### src/verilog/txcad_pkg.sv
// constants shared by the transmit command-a decoder and its helpers
// assumes one 100 MHz clock and a synchronous active-high reset
package txcad_pkg;

    // ********************************
    // command word layout
    // ********************************
    localparam int WORD_W      = 32;
    localparam int OFS_W       = 2;
    localparam int SIZE_W      = 11;
    localparam int TOTAL_W     = 16;
    localparam int BE_W        = 4;
    localparam int CMDA_OFS_LO = 16;
    localparam int CMDA_OFS_HI = 17;
    localparam int CMDA_FS_BIT = 13;
    localparam int CMDA_LS_BIT = 12;
    localparam int SIZE_LO     = 0;
    localparam int SIZE_HI     = 10;
    localparam int FLEN_LO     = 16;

    // ********************************
    // register map, byte addresses
    // ********************************
    localparam int ADDR_W               = 8;
    localparam logic [7:0] REG_CTRL     = 8'h00;
    localparam logic [7:0] REG_STATUS   = 8'h04;
    localparam logic [7:0] REG_MASK     = 8'h08;
    localparam logic [7:0] REG_LAST_CMD = 8'h0c;
    localparam logic [7:0] REG_TOTAL    = 8'h10;

    // status and mask bit positions
    localparam int EV_W        = 3;
    localparam int EV_TX_ERR   = 0;
    localparam int EV_FRAME_OK = 1;
    localparam int EV_BUF_DONE = 2;

    // ********************************
    // reset values
    // ********************************
    localparam logic             CTRL_EN_RST = 1'b1;
    localparam logic [EV_W-1:0]  MASK_RST    = 3'h0;
    localparam logic [EV_W-1:0]  STATUS_RST  = 3'h0;

    typedef enum logic [1:0] {
        PH_CMD_A,
        PH_CMD_B,
        PH_DATA
    } txcad_phase_e;

endpackage

### src/verilog/txcad_span.sv
// word span and byte enables of one transmit buffer
// assumes offset and size come from a latched command-a word
module txcad_span (
    input  wire logic [txcad_pkg::OFS_W-1:0]  offset,
    input  wire logic [txcad_pkg::SIZE_W-1:0] size,
    output logic      [txcad_pkg::SIZE_W-1:0] n_words,
    output logic      [txcad_pkg::OFS_W-1:0]  trail,
    output logic      [txcad_pkg::BE_W-1:0]   first_be,
    output logic      [txcad_pkg::BE_W-1:0]   last_be
);
    import txcad_pkg::*;

    logic [SIZE_W:0] span;

    // ********************************
    // span arithmetic
    // ********************************
    always_comb begin
        span     = {1'b0, size} + {{(SIZE_W-1){1'b0}}, offset};
        n_words  = {1'b0, span[SIZE_W:2]} + {{(SIZE_W-1){1'b0}}, |span[1:0]};
        // padding bytes to the next word boundary are counted, never sent
        trail    = OFS_W'(2'h0 - span[1:0]);
        first_be = BE_W'(4'hf << offset);
        last_be  = (span[1:0] == 2'h0) ? 4'hf : BE_W'(4'hf >> trail);
    end

endmodule

### src/verilog/txcad_irq.sv
// sticky event bits, write-one-to-clear, with a mask onto one level interrupt
// assumes events are single-cycle pulses from the same clock
module txcad_irq #(
    parameter int W = 3
) (
    input  wire logic         clk,
    input  wire logic         rst,
    input  wire logic [W-1:0] events,
    input  wire logic         wr_status,
    input  wire logic         wr_mask,
    input  wire logic [W-1:0] wdata,
    output logic      [W-1:0] status,
    output logic      [W-1:0] mask,
    output logic              irq
);
    import txcad_pkg::*;

    typedef struct packed {
        logic [W-1:0] status;
        logic [W-1:0] mask;
    } txcad_irq_s;

    txcad_irq_s st_ff;
    txcad_irq_s nxt_st;

    // ********************************
    // sticky bits
    // ********************************
    always_comb begin
        nxt_st = st_ff;
        // a new event in the clearing cycle survives: set wins
        if (wr_status) begin
            nxt_st.status = st_ff.status & ~wdata;
        end
        nxt_st.status = nxt_st.status | events;
        if (wr_mask) begin
            nxt_st.mask = wdata;
        end
    end

    always_ff @(posedge clk) begin
        if (rst) begin
            st_ff.status <= W'(STATUS_RST);
            st_ff.mask   <= W'(MASK_RST);
        end else begin
            st_ff <= nxt_st;
        end
    end

    assign status = st_ff.status;
    assign mask   = st_ff.mask;
    assign irq    = |(st_ff.status & st_ff.mask);

endmodule

### src/verilog/txcad_decoder.sv
// transmit buffer command decoder: parses command a/b, passes data words with
// byte enables, sums buffer sizes per frame and flags a frame length mismatch
// assumes words arrive in buffer order from the transmit fifo on the same clock
//
// Functional notes
// - bits 17:16 of command a give the first data byte offset, zero to three
// - bit 13 of command a set marks the buffer as a frame's first segment
// - bit 12 of command a set marks the buffer as a frame's last segment
// - bits 10:0 of command a give the buffer byte count after both commands
// - offset plus count gives trailing pad bytes, which are skipped
// - buffer byte counts are summed across all buffers of one frame
// - the sum differing from command b frame length sets the transmit error flag
// - every buffer starts with two command words; data starts at word three
// - bits 10:0 of command b give the whole frame's byte count
// - a transmit error shows in the status register and on the event output
//
// Implementation choices: the address-and-strobe port and the address map.
module txcad_decoder (
    input  wire logic                            clk,
    input  wire logic                            rst,
    input  wire logic                            in_valid,
    input  wire logic [txcad_pkg::WORD_W-1:0]    in_data,
    input  wire logic [txcad_pkg::ADDR_W-1:0]    reg_addr,
    input  wire logic [txcad_pkg::WORD_W-1:0]    reg_wdata,
    input  wire logic                            reg_wr,
    input  wire logic                            reg_rd,
    output logic      [txcad_pkg::WORD_W-1:0]    reg_rdata,
    output logic                                 out_valid,
    output logic      [txcad_pkg::WORD_W-1:0]    out_data,
    output logic      [txcad_pkg::BE_W-1:0]      out_be,
    output logic                                 out_sof,
    output logic                                 out_eof,
    output logic                                 transmit_error_flag,
    output logic                                 irq
);
    import txcad_pkg::*;

    typedef struct packed {
        txcad_phase_e        phase;
        logic                enable;
        logic [OFS_W-1:0]    offset;
        logic                first_seg;
        logic                last_seg;
        logic [SIZE_W-1:0]   size;
        logic [SIZE_W-1:0]   frame_len;
        logic [TOTAL_W-1:0]  total;
        logic [SIZE_W-1:0]   words_left;
        logic                first_word;
        logic [WORD_W-1:0]   rdata;
        logic                out_valid;
        logic [WORD_W-1:0]   out_data;
        logic [BE_W-1:0]     out_be;
        logic                out_sof;
        logic                out_eof;
        logic                err;
    } txcad_dec_s;

    txcad_dec_s        st_ff;
    txcad_dec_s        nxt_st;
    logic [SIZE_W-1:0] span_words;
    logic [OFS_W-1:0]  span_trail;
    logic [BE_W-1:0]   span_first_be;
    logic [BE_W-1:0]   span_last_be;
    logic [EV_W-1:0]   events;
    logic [EV_W-1:0]   status;
    logic [EV_W-1:0]   mask;
    logic              wr_status;
    logic              wr_mask;
    logic [TOTAL_W-1:0] sum_new;
    logic               take_a;
    logic               take_b;
    logic               take_d;

    // ********************************
    // helpers
    // ********************************
    txcad_span u_span (
        .offset   (st_ff.offset),
        .size     (st_ff.size),
        .n_words  (span_words),
        .trail    (span_trail),
        .first_be (span_first_be),
        .last_be  (span_last_be)
    );

    txcad_irq #(.W(EV_W)) u_irq (
        .clk       (clk),
        .rst       (rst),
        .events    (events),
        .wr_status (wr_status),
        .wr_mask   (wr_mask),
        .wdata     (reg_wdata[EV_W-1:0]),
        .status    (status),
        .mask      (mask),
        .irq       (irq)
    );

    // ********************************
    // parser and registers
    // ********************************
    always_comb begin
        nxt_st           = st_ff;
        nxt_st.out_valid = 1'b0;
        nxt_st.err       = 1'b0;
        nxt_st.rdata     = '0;
        events           = '0;
        wr_status        = 1'b0;
        wr_mask          = 1'b0;
        // disabling blocks only command a, so a buffer already under way still finishes
        take_a           = in_valid && (st_ff.phase == PH_CMD_A) && st_ff.enable;
        take_b           = in_valid && (st_ff.phase == PH_CMD_B);
        take_d           = in_valid && (st_ff.phase == PH_DATA);
        // the total is wider than a length, so an overflowing frame cannot alias to a match
        sum_new          = st_ff.first_seg ? TOTAL_W'(st_ff.size)
                                           : st_ff.total + TOTAL_W'(st_ff.size);

        case (st_ff.phase)
            PH_CMD_A: begin
                // reserved bits 31:18, 15:14 and 11 are never looked at
                if (take_a) begin
                    nxt_st.offset    = in_data[CMDA_OFS_HI:CMDA_OFS_LO];
                    nxt_st.first_seg = in_data[CMDA_FS_BIT];
                    nxt_st.last_seg  = in_data[CMDA_LS_BIT];
                    nxt_st.size      = in_data[SIZE_HI:SIZE_LO];
                    nxt_st.phase     = PH_CMD_B;
                end
            end
            PH_CMD_B: begin
                if (take_b) begin
                    nxt_st.frame_len  = in_data[SIZE_HI:SIZE_LO];
                    nxt_st.total      = sum_new;
                    nxt_st.words_left = span_words;
                    nxt_st.first_word = 1'b1;
                    if (st_ff.last_seg) begin
                        // compare at the closing buffer only; mid-frame sums are partial
                        if (sum_new != TOTAL_W'(in_data[SIZE_HI:SIZE_LO])) begin
                            nxt_st.err = 1'b1;
                            events[EV_TX_ERR] = 1'b1;
                        end else begin
                            events[EV_FRAME_OK] = 1'b1;
                        end
                    end
                    // a size-zero buffer with offset zero ends at command b without any data word; a nonzero offset still takes one data word
                    if (span_words == '0) begin
                        events[EV_BUF_DONE] = 1'b1;
                        nxt_st.phase = PH_CMD_A;
                    end else begin
                        nxt_st.phase = PH_DATA;
                    end
                end
            end
            PH_DATA: begin
                if (take_d) begin
                    nxt_st.out_valid  = 1'b1;
                    nxt_st.out_data   = in_data;
                    // a one-word buffer needs both masks at once
                    nxt_st.out_be     = (st_ff.first_word ? span_first_be : 4'hf)
                                      & ((st_ff.words_left == SIZE_W'(1)) ? span_last_be : 4'hf);
                    nxt_st.out_sof    = st_ff.first_word && st_ff.first_seg;
                    nxt_st.out_eof    = (st_ff.words_left == SIZE_W'(1)) && st_ff.last_seg;
                    nxt_st.first_word = 1'b0;
                    nxt_st.words_left = st_ff.words_left - SIZE_W'(1);
                    if (st_ff.words_left == SIZE_W'(1)) begin
                        events[EV_BUF_DONE] = 1'b1;
                        nxt_st.phase = PH_CMD_A;
                    end
                end
            end
            default: begin
                nxt_st.phase = PH_CMD_A;
            end
        endcase

        // register writes
        // unmapped addresses and read-only registers let a write fall through untouched
        if (reg_wr) begin
            if (reg_addr == REG_CTRL) begin
                nxt_st.enable = reg_wdata[0];
            end else if (reg_addr == REG_STATUS) begin
                wr_status = 1'b1;
            end else if (reg_addr == REG_MASK) begin
                wr_mask = 1'b1;
            end
        end

        // register reads; unmapped addresses read as zero
        if (reg_rd) begin
            if (reg_addr == REG_CTRL) begin
                nxt_st.rdata = {31'h0, st_ff.enable};
            end else if (reg_addr == REG_STATUS) begin
                nxt_st.rdata = {{(WORD_W-EV_W){1'b0}}, status};
            end else if (reg_addr == REG_MASK) begin
                nxt_st.rdata = {{(WORD_W-EV_W){1'b0}}, mask};
            end else if (reg_addr == REG_LAST_CMD) begin
                nxt_st.rdata[CMDA_OFS_HI:CMDA_OFS_LO] = st_ff.offset;
                nxt_st.rdata[CMDA_FS_BIT]             = st_ff.first_seg;
                nxt_st.rdata[CMDA_LS_BIT]             = st_ff.last_seg;
                nxt_st.rdata[SIZE_HI:SIZE_LO]         = st_ff.size;
            end else if (reg_addr == REG_TOTAL) begin
                nxt_st.rdata[TOTAL_W-1:0]               = st_ff.total;
                nxt_st.rdata[FLEN_LO+SIZE_W-1:FLEN_LO]  = st_ff.frame_len;
            end
        end
    end

    always_ff @(posedge clk) begin
        if (rst) begin
            // everything clears, then phase and enable take their own reset values
            st_ff        <= '0;
            st_ff.phase  <= PH_CMD_A;
            st_ff.enable <= CTRL_EN_RST;
        end else begin
            st_ff <= nxt_st;
        end
    end

    assign reg_rdata           = st_ff.rdata;
    assign out_valid           = st_ff.out_valid;
    assign out_data            = st_ff.out_data;
    assign out_be              = st_ff.out_be;
    assign out_sof             = st_ff.out_sof;
    assign out_eof             = st_ff.out_eof;
    assign transmit_error_flag = st_ff.err;
endmodule

### config.mk
export PLATFORM = sky130hd
export DESIGN_NAME = txcad_decoder
export DESIGN_NICKNAME = d
export VERILOG_FILES = /design/src/verilog/txcad_pkg.sv /design/src/verilog/txcad_span.sv /design/src/verilog/txcad_irq.sv /design/src/verilog/txcad_decoder.sv
export SDC_FILE = /design/constraint.sdc
export NUM_CORES = 1
export LEC_CHECK = 0
export BUFFER_PORTS_ARGS = -buffer_cell sky130_fd_sc_hd__buf_2
export CAP_MARGIN = 20
export CORE_ASPECT_RATIO = 1.2
export CORE_MARGIN = 2
export CORE_UTILIZATION = 35
export DETAILED_ROUTE_END_ITERATION = 8
export SYNTH_ARGS = -nofsm -noshare
export SYNTH_HDL_FRONTEND = slang
export SYNTH_SLANG_ARGS = --single-unit
### constraint.sdc
create_clock -name clk -period 3 [get_ports clk]
set_clock_uncertainty 0.1 [all_clocks]
set_input_delay 0.3 -clock clk [delete_from_list [all_inputs] [get_ports clk]]
set_output_delay 0.3 -clock clk [all_outputs]
set_load 0.01 [all_outputs]
# Yosys cells after proc, flatten, opt, wreduce, memory -nomap -nowiden
# Cells that the tools add are included.
dict set report totals {
  regBits 130
  mem_bits_ro 0
  mem_count 0
  latch_bits 0
  ramBits 0
  out_inout_bits 73
  wordCells 115
}
dict set report classes {
  bitwise_logic 11
  shift 2
  eq_ne 12
  div_mod_pow 0
  mul 0
  addsub 5
  n_reduce_logical 25
  magnitude_cmp 0
  n_mux 38
}
# operator n
set op_table {}
lappend op_table {{two-way mux 39 bit} 1}
lappend op_table {{two-way mux 27 bit} 1}
lappend op_table {{two-way mux 12 bit} 2}
lappend op_table {{case mux 12 bit (2 select lines)} 1}
lappend op_table {{two-way mux 2 bit} 9}
lappend op_table {{adder 16 x 11 -> 16 bit} 1}
lappend op_table {{== test 8 x 4 -> 1 bit (second input constant)} 2}
lappend op_table {{two-way mux 16 bit} 1}
lappend op_table {{inequality test 16 x 11 -> 1 bit} 1}
lappend op_table {{two-way mux 1 bit} 13}
lappend op_table {{adder 11 x 2 -> 12 bit} 1}
lappend op_table {{two-way mux 3 bit} 4}
lappend op_table {{two-way mux 4 bit} 3}
lappend op_table {{adder 10 x 1 -> 11 bit} 1}
lappend op_table {{== test 11 x 1 -> 1 bit (second input constant)} 1}
lappend op_table {{logical NOT 11 bit} 1}
lappend op_table {{two-way mux 11 bit} 1}
lappend op_table {{subtractor 11 x 1 -> 11 bit (second input constant)} 1}
lappend op_table {{== test 8 x 3 -> 1 bit (second input constant)} 1}
lappend op_table {{== test 8 x 5 -> 1 bit (second input constant)} 1}
lappend op_table {{logical NOT 8 bit} 1}
lappend op_table {{AND reduction 2 bit} 4}
lappend op_table {{OR reduction 7 bit} 1}
lappend op_table {{AND 3 bit} 2}
lappend op_table {{22 further kinds} 38}

# Longest topological paths before layout
# Gate-level depths: netlist of run 1.
dict set report logic_depth {
  ltp_word 8
  ltp_mapped 14
  mapped_depth_nobuf 14
}

# Hierarchy
# A second synthesis of run 1 with hierarchy kept.
dict set report hier_totals {
  hier_cells 892
  hier_area_um2 7230.7
}
# mod seq_area_each_um2 cells_per_inst n_inst area_each_um2
set modules_own_cells {}
lappend modules_own_cells {txcad_decoder 2482.4 803 1 6485.0}
lappend modules_own_cells {txcad_span 0.0 66 1 521.8}
lappend modules_own_cells {txcad_irq 120.1 23 1 224.0}

# Least setup slack after synthesis of run 1
# OpenSTA, ideal clock, no wires.
dict set report synth_timing {
  path_type {register to register}
  from {register st_ff[111] (netlist name)}
  to {register, netlist name u_irq.status[2]}
  path_stages_with_launch 15
  slack_ns -0.136
  setup_time_ns 0.131
  n_path_buf 0
  arrival_time_ns 2.905
  cell_sequence {dfxtp_1 -> ha_1 -> fa_1 -> inv_1 -> ha_1 -> inv_1 -> ha_1 -> ha_1 -> nor4bb_1 -> nand4_1 -> nand3_1 -> xor2_1 -> nor4_2 -> a311oi_1 -> nor3_1}
}
dict set report synth_between {
  elab_chain_len 8
}
# item line_no
set synth_lines {}
lappend synth_lines {{start: declaration} txcad_decoder.sv:58} ;# txcad_dec_s st_ff;
lappend synth_lines {{start signal: assignment} txcad_decoder.sv:213} ;# st_ff <= nxt_st;
lappend synth_lines {{adder 11 x 2 -> 12 bit *} txcad_span.sv:19} ;# span = {1'b0, size} + {{(SIZE_W-1){1'b0}}, offset};
lappend synth_lines {{OR reduction 2 bit} txcad_span.sv:20} ;# n_words = {1'b0, span[SIZE_W:2]} + {{(SIZE_W-1){1'b0}}, |span[1:0]};
lappend synth_lines {{adder 10 x 1 -> 11 bit *} txcad_span.sv:20}
lappend synth_lines {{logical NOT 11 bit *} txcad_decoder.sv:144} ;# if (span_words == '0) begin
lappend synth_lines {{two-way mux 1 bit *} txcad_decoder.sv:144}
lappend synth_lines {{two-way mux 3 bit *} txcad_decoder.sv:129} ;# if (take_b) begin
lappend synth_lines {{case mux 1 bit (2 select lines) *} txcad_decoder.sv:117} ;# case (st_ff.phase)
lappend synth_lines {{OR 3 bit *} txcad_irq.sv:35} ;# nxt_st.status = nxt_st.status | events;
# Mark *: on every way between the ends. The rest lies on a longest branch, timed or not.
# A chain may end at the register's enable or synchronous reset.

# Worst setup path in the final report of run 1
dict set report layout_timing {
  from {register st_ff[124] (netlist name)}
  to {register st_ff[77] (netlist name)}
}
dict set report layout_between {
  elab_chain_len 5
}
# item line_no
set layout_lines {}
lappend layout_lines {{adder 11 x 2 -> 12 bit *} txcad_span.sv:19}
lappend layout_lines {{OR reduction 2 bit} txcad_span.sv:20}
lappend layout_lines {{adder 10 x 1 -> 11 bit *} txcad_span.sv:20}
lappend layout_lines {{two-way mux 12 bit *} txcad_decoder.sv:129}
lappend layout_lines {{case mux 12 bit (2 select lines) *} txcad_decoder.sv:117}
# Mark *: on every way between the ends. The rest lies on a longest branch, timed or not. The select of a mux whose other input is x is not followed.

==> flow_summary_export.csv, run 1 <==
group,metric,value,unit
synth,ys_ff_latch,130,
global_routing,grt_pass1_vias,5816,
timing,fin_setup_tns,0,ns
synth,postSynthAreaPerCell,7.97,um2
clock_tree,clkTransAtPathRegs,0.06,ns
worst_setup_path,crit_fanout,4,
clock_tree,cts_tree,"yes",
placement,portBuffers,115,
cells_and_area,fin_util,0.409,
route,via_per_inst,5.19,
synth,synth_top_area_cell,"dfxtp_1",
worst_setup_path,endpoint_kind,"register",
die,pin_count,150,
synth,netlist_instances,923,
timing,slew_viol_final,0,
cells_and_area,layout.cells.non_filler,1257,
clock_tree,clockBufferDepth,2,
timing,fin_crit,2.92,ns
timing,final.period_utilization,0.972,
global_routing,grt-ovfl-total,0,
hold_path,hp-class,"input port to register",
route,drtPass1Iterations,5,
global_routing,grt_max_degree,97,
job,max_cap_viol_count,0,
route,vias,6529,
clock_tree,cts.sinks,130,
clock_tree,numCtsBuffers,17,
placement,post-dp-hpwl,14700,um
power,p_per_area,548,nW/um2
timing,max_freq,343,MHz
placement,post_dp_cell_area,7790,um2
worst_setup_path,required,3.17,ns
route,drt-initial-drc-count,424,
timing,setup_viol,0,
cells_and_area,drive_gt1_frac,0.232,
synth,synth_top_area_frac,0.354,
clock_tree,htree_num_levels,4,
global_routing,grt.total_usage,0.182,
die,die_area,22200,um2
synth,synth-async-reset-ratio,0,
synth,syn_area,7360,um2
die,core-area,20800,um2
synth,synth_edf_count,0,
route,antenna_left,0,
die,fp.dieW,136,um
cells_and_area,layout_common_cells,"nand2_1 (157), dfxtp_1 (128), buf_2 (114)",
clock_tree,root_buffer,"clkbuf_16",
global_routing,antenna_found_initial,0,
die,fp.dieH,163,um
synth,synth.area.top_cells,"dfxtp_1 (35%), nand2_1 (8.0%), buf_4 (7.0%)",
synth,synth_cell_types,88,
cells_and_area,final_area,8510,um2
worst_setup_path,critPathLaunchType,"register",
worst_setup_path,crit_type,"register to register",
outcome,status,"finished, final reports clean",
timing,timing.slew.headroom,0.257,
power,p_leak,3.48,nW
cells_and_area,diodes,0,
synth,ys_seq_area_frac,0.354,
synth,ys_warn_count,0,
timing,hold_viol,0,
route,route.detailed.drc,0,
synth,ys.flop_type,"dfxtp_1",
timing,rsz0062_at_grt,"yes",
global_routing,grt_pass1_wl,31100,um
die,start_util,0.353,
timing,fin_hold_ws,0.0154,ns
clock_tree,clk-insertion-delay-late,0.42,ns
placement,placedCellCount,1222,
power,peakVddDrop,0.000404,V
route,routed_wl,20400,um
placement,gp_congestion,0.892,
cells_and_area,final_common_cell,"nand2_1",
cells_and_area,final_nets,1077,
die,placementRows,58,
cells_and_area,syn2layout_area_growth,15.6,%
route,wl_per_cell,16.2,um
worst_setup_path,arrival,3.09,ns
timing,max_slew.worst_pin.slew,1.12,ns
per-stage QoR:
stage	setup WS [ns]	power, mW
floorplan	0.0502	2.35
global placement	0.0702	2.55
detailed placement	0.0667	2.56
CTS	0.0460	4.69
global route	-0.0328	4.88
finish	0.0826	4.67
synthesized netlist by cell type (4+ instances only):
cell,count
a211oi_1,7
a21o_1,7
a21oi_1,89
a221oi_1,5
a22oi_1,21
a31oi_1,5
and2_1,16
and3_1,8
buf_1,6
buf_2,5
buf_4,69
buf_6,4
clkbuf_1,37
dfxtp_1,130
ha_1,23
inv_1,24
mux2_2,5
mux2i_1,4
nand2_1,157
nand2b_1,5
nand3_1,24
nand4_1,8
nor2_1,81
nor2b_1,5
nor3_1,22
o211a_1,4
o211ai_1,11
o21a_1,7
o21ai_0,25
or4_1,4
xnor2_1,18
xor2_1,12
timing repair:
| action | 4_1_cts | 5_1_grt |
|---|---|---|
| setup buffers | 0 | 3 |
| hold buffers | 1 | 0 |
| gates resized for setup | 0 | 17 |
| endpoints found under the setup margin | 0 | 3 |
| endpoints found under the hold margin | 1 | 0 |
report_power, final:
part	internal, mW	switching (mW)
clock	1.33	0.793
combinational	0.280	0.441
sequential	1.78	0.0469
total	3.39	1.28
worst max-delay path: stages (launching register included):
cell	delay [ns]
dfxtp_2	0.33
ha_4	0.16
fa_1	0.47
inv_2	0.09
ha_4	0.12
inv_2	0.04
ha_4	0.16
ha_4	0.16
buf_6	0.12
o211ai_1	0.20
nand3_2	0.11
xor2_2	0.21
mux2_2	0.28
a22oi_2	0.17
nor2_1	0.05
cell type report:
class / count / area [um2]
Multi-Input combinational cell: 648 / 4010
Clock inverter: 12 / 158
Tap cell: 270 / 338
Inverter: 25 / 93.8
Timing Repair Buffer: 153 / 870
Sequential cell: 130 / 2610
Clock buffer: 19 / 443
Fill cell: 2151 / 12300
registers in the layout, indices dropped and copies added, names as in the netlist, 3 cells and up:
name,cells
u_irq.status,3
u_irq.mask,3
out_be,4
st_ff,57
reg_rdata,27
out_data,32
path summary, 6_finish.rpt:
path	end	from	slack, ns	cells after the start
worst max-delay path	st_ff[77]	st_ff[124]	0.08	14
worst min-delay path	out_data[30]	in_data[30]	0.02	3
worst max register to register	st_ff[77]	st_ff[124]	0.08	14
worst min register to register	out_sof	out_sof	0.35	2
metal layers:
| metal | track usage | vias to the layer above | wire length (um) |
|---|---|---|---|
| met5 | 0 | - | 0 |
| met4 | 0.0814 | 0 | 645 |
| met3 | 0.0349 | 31 | 786 |
| met2 | 0.319 | 165 | 10500 |
| met1 | 0.212 | 3101 | 8500 |
| li1 | - | 3232 | - |
logic make-up (layout without fill, tap and decap cells):
family,after synthesis,after routing,share of synthesized area
multiplexers,9,9,0.0131
buffers and inverters,149,209,0.119
AND/OR/NAND/NOR,360,360,0.235
AO/OA/AOI/OAI,219,219,0.199
XOR/XNOR,30,30,0.0357
flip-flops,130,130,0.354
other,1,5,0.000509
adder cells (fa/ha/maj),25,25,0.0445
(Power assumes the default switching activity.)
==> inputs of run 2 (changes only) <==
ABC_AREA = 1   (was default)
==> flow_summary_export.csv, run 2 <==
group,metric,value,unit
die,pin_count,150,
synth,ys_warn_count,0,
cells_and_area,diodes,0,
die,start_util,0.358,
clock_tree,cts.sinks,130,
cells_and_area,largest_register_ffs,57,
synth,synth.area.top_cells,"dfxtp_1 (36%), nand2_1 (13%), nand3_1 (8.0%)",
route,met1_length,8940,um
die,fp.dieW,135,um
worst_setup_path,ff2ff_path_depth,16,
synth,synth_cell_types,41,
clock_tree,cts_tree,"yes",
job,max_cap_viol_count,0,
worst_setup_path,critPathLaunchType,"register",
timing,fin_setup_tns,0,ns
route,wl_per_cell,14.3,um
timing,slew_viol_final,0,
placement,post_dp_cell_area,7690,um2
route,routed_wl,20400,um
global_routing,grt-ovfl-total,0,
timing,final.period_utilization,0.932,
timing,timing.slew.headroom,0.399,
route,routed-wl-met3,972,um
power,peakVddDrop,0.000404,V
route,antenna_left,0,
cells_and_area,top_register,"st_ff",
synth,yosysMostFrequentCell,"nand2_1",
worst_setup_path,cp_top_family,"adder cells",
cells_and_area,multi_input_area,3590,um2
timing,setup_viol,0,
cells_and_area,final_nets,1254,
worst_setup_path,endpoint_kind,"register",
worst_setup_path,crit_fanout,3,
cells_and_area,ff_latch_area,2610,um2
global_routing,grt_max_degree,91,
route,top_layer_used,"met4",
worst_setup_path,cp_num_cells,16,
synth,ys.flop_type,"dfxtp_1",
route,drt-initial-drc-count,352,
placement,portBuffers,115,
synth,ys_seq_area_frac,0.359,
synth,synth_top_cells_by_count,"nand2_1 (258), dfxtp_1 (130), inv_1 (122)",
cells_and_area,fillers,2105,
cells_and_area,final_common_cell,"nand2_1",
clock_tree,clockBufferDepth,2,
cells_and_area,layout.cells.non_filler,1429,
timing,max_slew.worst_pin.slew,0.902,ns
placement,placedCellCount,1376,
route,route.detailed.drc,0,
placement,gp_congestion,1.01,
worst_setup_path,required,3.19,ns
worst_setup_path,arrival,2.99,ns
cells_and_area,drive_gt1_frac,0.185,
worst_setup_path,cpPeakStageDelay,0.54,ns
cells_and_area,layout_common_cells,"nand2_1 (257), dfxtp_1 (127), inv_1 (120)",
global_routing,grt_pass1_vias,6505,
clock_tree,clkTransAtPathRegs,0.06,ns
route,vias,6925,
worst_setup_path,critPathBufInv,3,
route,via_per_inst,4.85,
die,core-area,20300,um2
outcome,status,"finished, final reports clean",
route,dr_wl_met2,9960,um
synth,syn_area,7250,um2
global_routing,antenna_found_initial,0,
synth,netlist_instances,1072,
die,placementRows,57,
synth,synth-async-reset-ratio,0,
worst_setup_path,crit_slowest_cell,"fa_2",
timing,fin_crit,2.80,ns
synth,ys_ff_latch,130,
worst_setup_path,crit_type,"register to register",
timing,hold_viol,0,
worst_setup_path,path_cells,"ha_4 -> fa_2 -> inv_2 -> ha_4 -> inv_2 -> ha_4 -> buf_4 -> nand3_1 -> nor2_1 -> nand3_1 -> o21bai_1 -> nor2_2 -> nand3_1 -> nand2_1 -> nand2_1 -> a21oi_2",
hold_path,hold_depth,3,
synth,synth_top_area_frac,0.359,
cells_and_area,syn2layout_area_growth,17.2,%
clock_tree,root_buffer,"clkbuf_16",
clock_tree,numCtsBuffers,17,
power,p_per_area,681,nW/um2
synth,synth_top_area_cell,"dfxtp_1",
synth,synth_edf_count,0,
die,fp.dieH,162,um
clock_tree,clk-insertion-delay-late,0.42,ns
timing,max_freq,358,MHz
global_routing,grt_pass1_wl,32500,um
cells_and_area,final_area,8500,um2
clock_tree,htree_num_levels,4,
power,p_leak,4.09,nW
synth,postSynthAreaPerCell,6.76,um2
global_routing,grt.total_usage,0.189,
placement,post-dp-hpwl,15100,um
route,drtPass1Iterations,5,
hold_path,hp-class,"input port to register",
die,die_area,21900,um2
==> run 2: cell count changes after synthesis, sizes merged, moves of 18 or more <==
cell / change
o21ai: +47
xnor2: -18
nand3: +95
a22oi: -20
nand2: +113
inv: +102
==> run 2: path summary, 6_finish.rpt <==
check             slack (ns)         endpoint          from
setup / recovery        0.20  u_irq.status[2]    st_ff[124]
hold / removal          0.05    u_irq.mask[2]  reg_wdata[2]
setup reg to reg        0.20  u_irq.status[2]    st_ff[124]
hold reg to reg         0.33    reg_rdata[20]    st_ff[104]
==> run 2: kinds of logic after synthesis <==
logic type               share of synthesized area
buffers and inverters                        0.157
other                                     0.000517
AND/OR/NAND/NOR                              0.298
XOR/XNOR                                   0.00483
adder cells (fa/ha/maj)                     0.0452
AO/OA/AOI/OAI                                0.135
flip-flops                                   0.359
==> run 2: worst register-to-register path, stage by stage, from the launching register on <==
cell	delay, ns
dfxtp_2	0.33
ha_4	0.16
fa_2	0.54
inv_2	0.05
ha_4	0.14
inv_2	0.06
ha_4	0.14
buf_4	0.11
nand3_1	0.08
nor2_1	0.21
nand3_1	0.13
o21bai_1	0.29
nor2_2	0.07
nand3_1	0.09
nand2_1	0.05
nand2_1	0.08
a21oi_2	0.05
==> run 2: timing repair <==
action | in CTS | in global routing
setup endpoints to repair | 1 | 4
pin swaps | 0 | 8
endpoints found under the hold margin | 21 | 0
hold buffers | 21 | 0
gates resized for setup | 1 | 16
setup buffers | 0 | 1
gates cloned | 0 | 0
==> run 2: power by group <==
group	leakage, nW	total [mW]	internal, mW	switching, mW
combinational	2.78	1.85	0.676	1.18
sequential	1.06	2.06	1.91	0.147
clock	0.251	1.88	1.07	0.807
==> run 2: metal layers <==
layer  up-vias  track usage
met3        31       0.0440
met1      3153        0.226
met2       177        0.323
met5         -            0
li1       3564            -
met4         0       0.0800
==> run 2: per-stage QoR <==
step / util / worst slack, ns / hold WS (ns) / total power [mW]
global route: 0.420 / -0.00782 / 0.0447 / 6.18
global placement: 0.380 / 0.0507 / 0.326 / 3.81
detailed placement: 0.380 / 0.0259 / 0.326 / 3.82
floorplan: - / 0.140 / 0.303 / 3.34
finish: 0.420 / 0.205 / 0.0509 / 5.79
CTS: 0.416 / 0.000209 / 0.0404 / 5.75
==> run 2: area by class of cell <==
class / count / share of cell area
Inverter: 126 / 0.0556
Multi-Input combinational cell: 716 / 0.422
Tap cell: 265 / 0.0390
Clock buffer: 19 / 0.0521
Sequential cell: 130 / 0.307
Timing Repair Buffer: 161 / 0.115
Clock inverter: 12 / 0.0100
==> inputs of run 3 (changes only) <==
CTS_BUF_LIST = sky130_fd_sc_hd__clkbuf_8   (was default)
==> flow_summary_export.csv, run 3 (synthesized netlist as in run 2, its figures left out) <==
group,metric,value,unit
cells_and_area,final_nets,1254,
placement,portBuffers,115,
route,antenna_left,0,
worst_setup_path,critPathLaunchType,"register",
worst_setup_path,crit_type,"register to register",
global_routing,grt_util_met2,0.320,
worst_setup_path,r2r-start,"st_ff[124]",
timing,fin_hold_ws,0.0238,ns
global_routing,met1_usage,0.225,
cells_and_area,fillers,2150,
timing,slew_viol_final,0,
timing,final.period_utilization,0.933,
worst_setup_path,cpPeakStageDelay,0.54,ns
cells_and_area,top_register,"st_ff",
clock_tree,htree_num_levels,4,
timing,setup_slack,0.202,ns
power,p_per_area,628,nW/um2
worst_setup_path,crit_fanout,2,
power,peakVddDrop,0.000276,V
clock_tree,cts.sinks,130,
worst_setup_path,critPathBufInv,2,
worst_setup_path,path_cells,"ha_4 -> fa_2 -> inv_2 -> ha_4 -> inv_2 -> ha_4 -> ha_4 -> or2_4 -> nor2_1 -> nand3_1 -> nor2_1 -> nand2_1 -> nor2_2 -> nand3_1 -> nand2_1 -> nand2_1 -> a21oi_2",
global_routing,use_met3,0.0440,
clock_tree,cts_tree,"yes",
die,fp.dieW,135,um
die,fp.dieH,162,um
global_routing,busiest_layer,"met2",
cells_and_area,diodes,0,
worst_setup_path,required,3.28,ns
route,route.detailed.drc,0,
timing,timing.slew.headroom,0.402,
route,drt-initial-drc-count,350,
route,routed_wl,20300,um
die,placementRows,57,
cells_and_area,layout_common_cells,"nand2_1 (258), dfxtp_1 (127), inv_1 (121)",
timing,max_slew.worst_pin.slew,0.897,ns
outcome,status,"finished, final reports clean",
placement,pre_cts_slack,0.0259,ns
worst_setup_path,ff2ff_path_depth,17,
worst_setup_path,r2r_slack,0.20,ns
clock_tree,numCtsBuffers,17,
global_routing,grt-ovfl-total,0,
worst_setup_path,arrival,3.07,ns
global_routing,antenna_found_initial,0,
worst_setup_path,endpoint_kind,"register",
timing,fin_crit,2.80,ns
die,core-area,20300,um2
worst_setup_path,cp_top_family,"adder cells",
route,wl_per_cell,14.2,um
route,via_per_inst,4.79,
die,start_util,0.358,
global_routing,grt_max_degree,91,
hold_path,hp-class,"input port to register",
clock_tree,clkTransAtPathRegs,0.08,ns
timing,setup_viol,0,
timing,hold_viol,0,
power,p_leak,4.01,nW
timing,max_freq,357,MHz
worst_setup_path,cp_common_cell,"ha_4",
route,vias,6839,
clock_tree,clockBufferDepth,2,
die,die_area,21900,um2
placement,gp_congestion,1.01,
worst_setup_path,r2r-end,"u_irq.status[2]",
global_routing,grt_pass1_wl,32200,um
clock_tree,root_buffer,"clkbuf_8",
global_routing,grt_pass1_vias,6427,
placement,post-dp-hpwl,15100,um
power,p_total,5.22,mW
die,pin_count,150,
route,drtPass1Iterations,5,
cells_and_area,drive_gt1_frac,0.185,
hold_path,hold_depth,3,
clock_tree,clk-insertion-delay-late,0.44,ns
global_routing,grt.total_usage,0.187,
job,max_cap_viol_count,0,
hold_path,worstHoldEndpoint,"u_irq.mask[2]",
hold_path,hp-start,"reg_wdata[2]",
cells_and_area,syn2layout_area_growth,14.6,%
cells_and_area,final_common_cell,"nand2_1",
worst_setup_path,crit_slowest_cell,"fa_2",
cells_and_area,largest_register_ffs,57,
## run 3: layout make-up
type | count | area (um2) | share of cell area
Multi-Input combinational cell | 716 | 3590 | 0.432
Inverter | 126 | 473 | 0.0569
Tap cell | 265 | 332 | 0.0399
Sequential cell | 130 | 2610 | 0.314
Clock buffer | 18 | 248 | 0.0298
Clock inverter | 13 | 88.8 | 0.0107
Timing Repair Buffer | 161 | 973 | 0.117
## run 3: how the worst max path moves through the flow
stage | end | startpoint | cells past startpoint
global placement | u_irq.status[2] | st_ff[111] | 17
floorplan | u_irq.status[2] | st_ff[111] | 17
CTS | u_irq.status[2] | st_ff[111] | 17
detailed placement | u_irq.status[2] | st_ff[111] | 17
finish | u_irq.status[2] | st_ff[124] | 17
global route | u_irq.status[2] | st_ff[124] | 17
## run 3: worst register-to-register path: stages, from the launching register on
cell and delay (ns):
dfxtp_2 0.34, ha_4 0.16, fa_2 0.54, inv_2 0.05
ha_4 0.14, inv_2 0.06, ha_4 0.14, ha_4 0.19
or2_4 0.23, nor2_1 0.09, nand3_1 0.08, nor2_1 0.11
nand2_1 0.06, nor2_2 0.12, nand3_1 0.08, nand2_1 0.08
nand2_1 0.06, a21oi_2 0.10
## run 3: routing by layer
layer	up-vias	part of all wire
li1	3554	-
met1	3096	0.44
met2	166	0.49
met3	23	0.049
met4	0	0.025
met5	-	0
## run 3: timing repair
| item | in CTS | in global routing |
|---|---|---|
| pin swaps | 0 | 8 |
| resized for setup | 1 | 16 |
| setup endpoints to repair | 1 | 4 |
| hold buffers | 21 | 0 |
| setup buffers | 0 | 1 |
| endpoints found under the hold margin | 21 | 0 |
## run 3: report_power, final
| group | leakage [nW] | total (mW) | switching [mW] | internal (mW) |
|---|---|---|---|---|
| combinational | 2.79 | 1.85 | 1.17 | 0.676 |
| clock | 0.168 | 1.32 | 0.734 | 0.585 |
| sequential | 1.06 | 2.05 | 0.146 | 1.91 |
| total | 4.01 | 5.22 | 2.05 | 3.17 |
## run 3: metrics by stage
step / area (um2) / util / instances / setup TNS (ns)
floorplan: 7270 / - / 1076 / 0
global placement: 7690 / 0.380 / 1376 / 0
detailed placement: 7690 / 0.380 / 1376 / 0
CTS: 8240 / 0.407 / 1428 / 0
global route: 8310 / 0.410 / 1429 / -0.0128
finish: 8310 / 0.410 / 1429 / 0
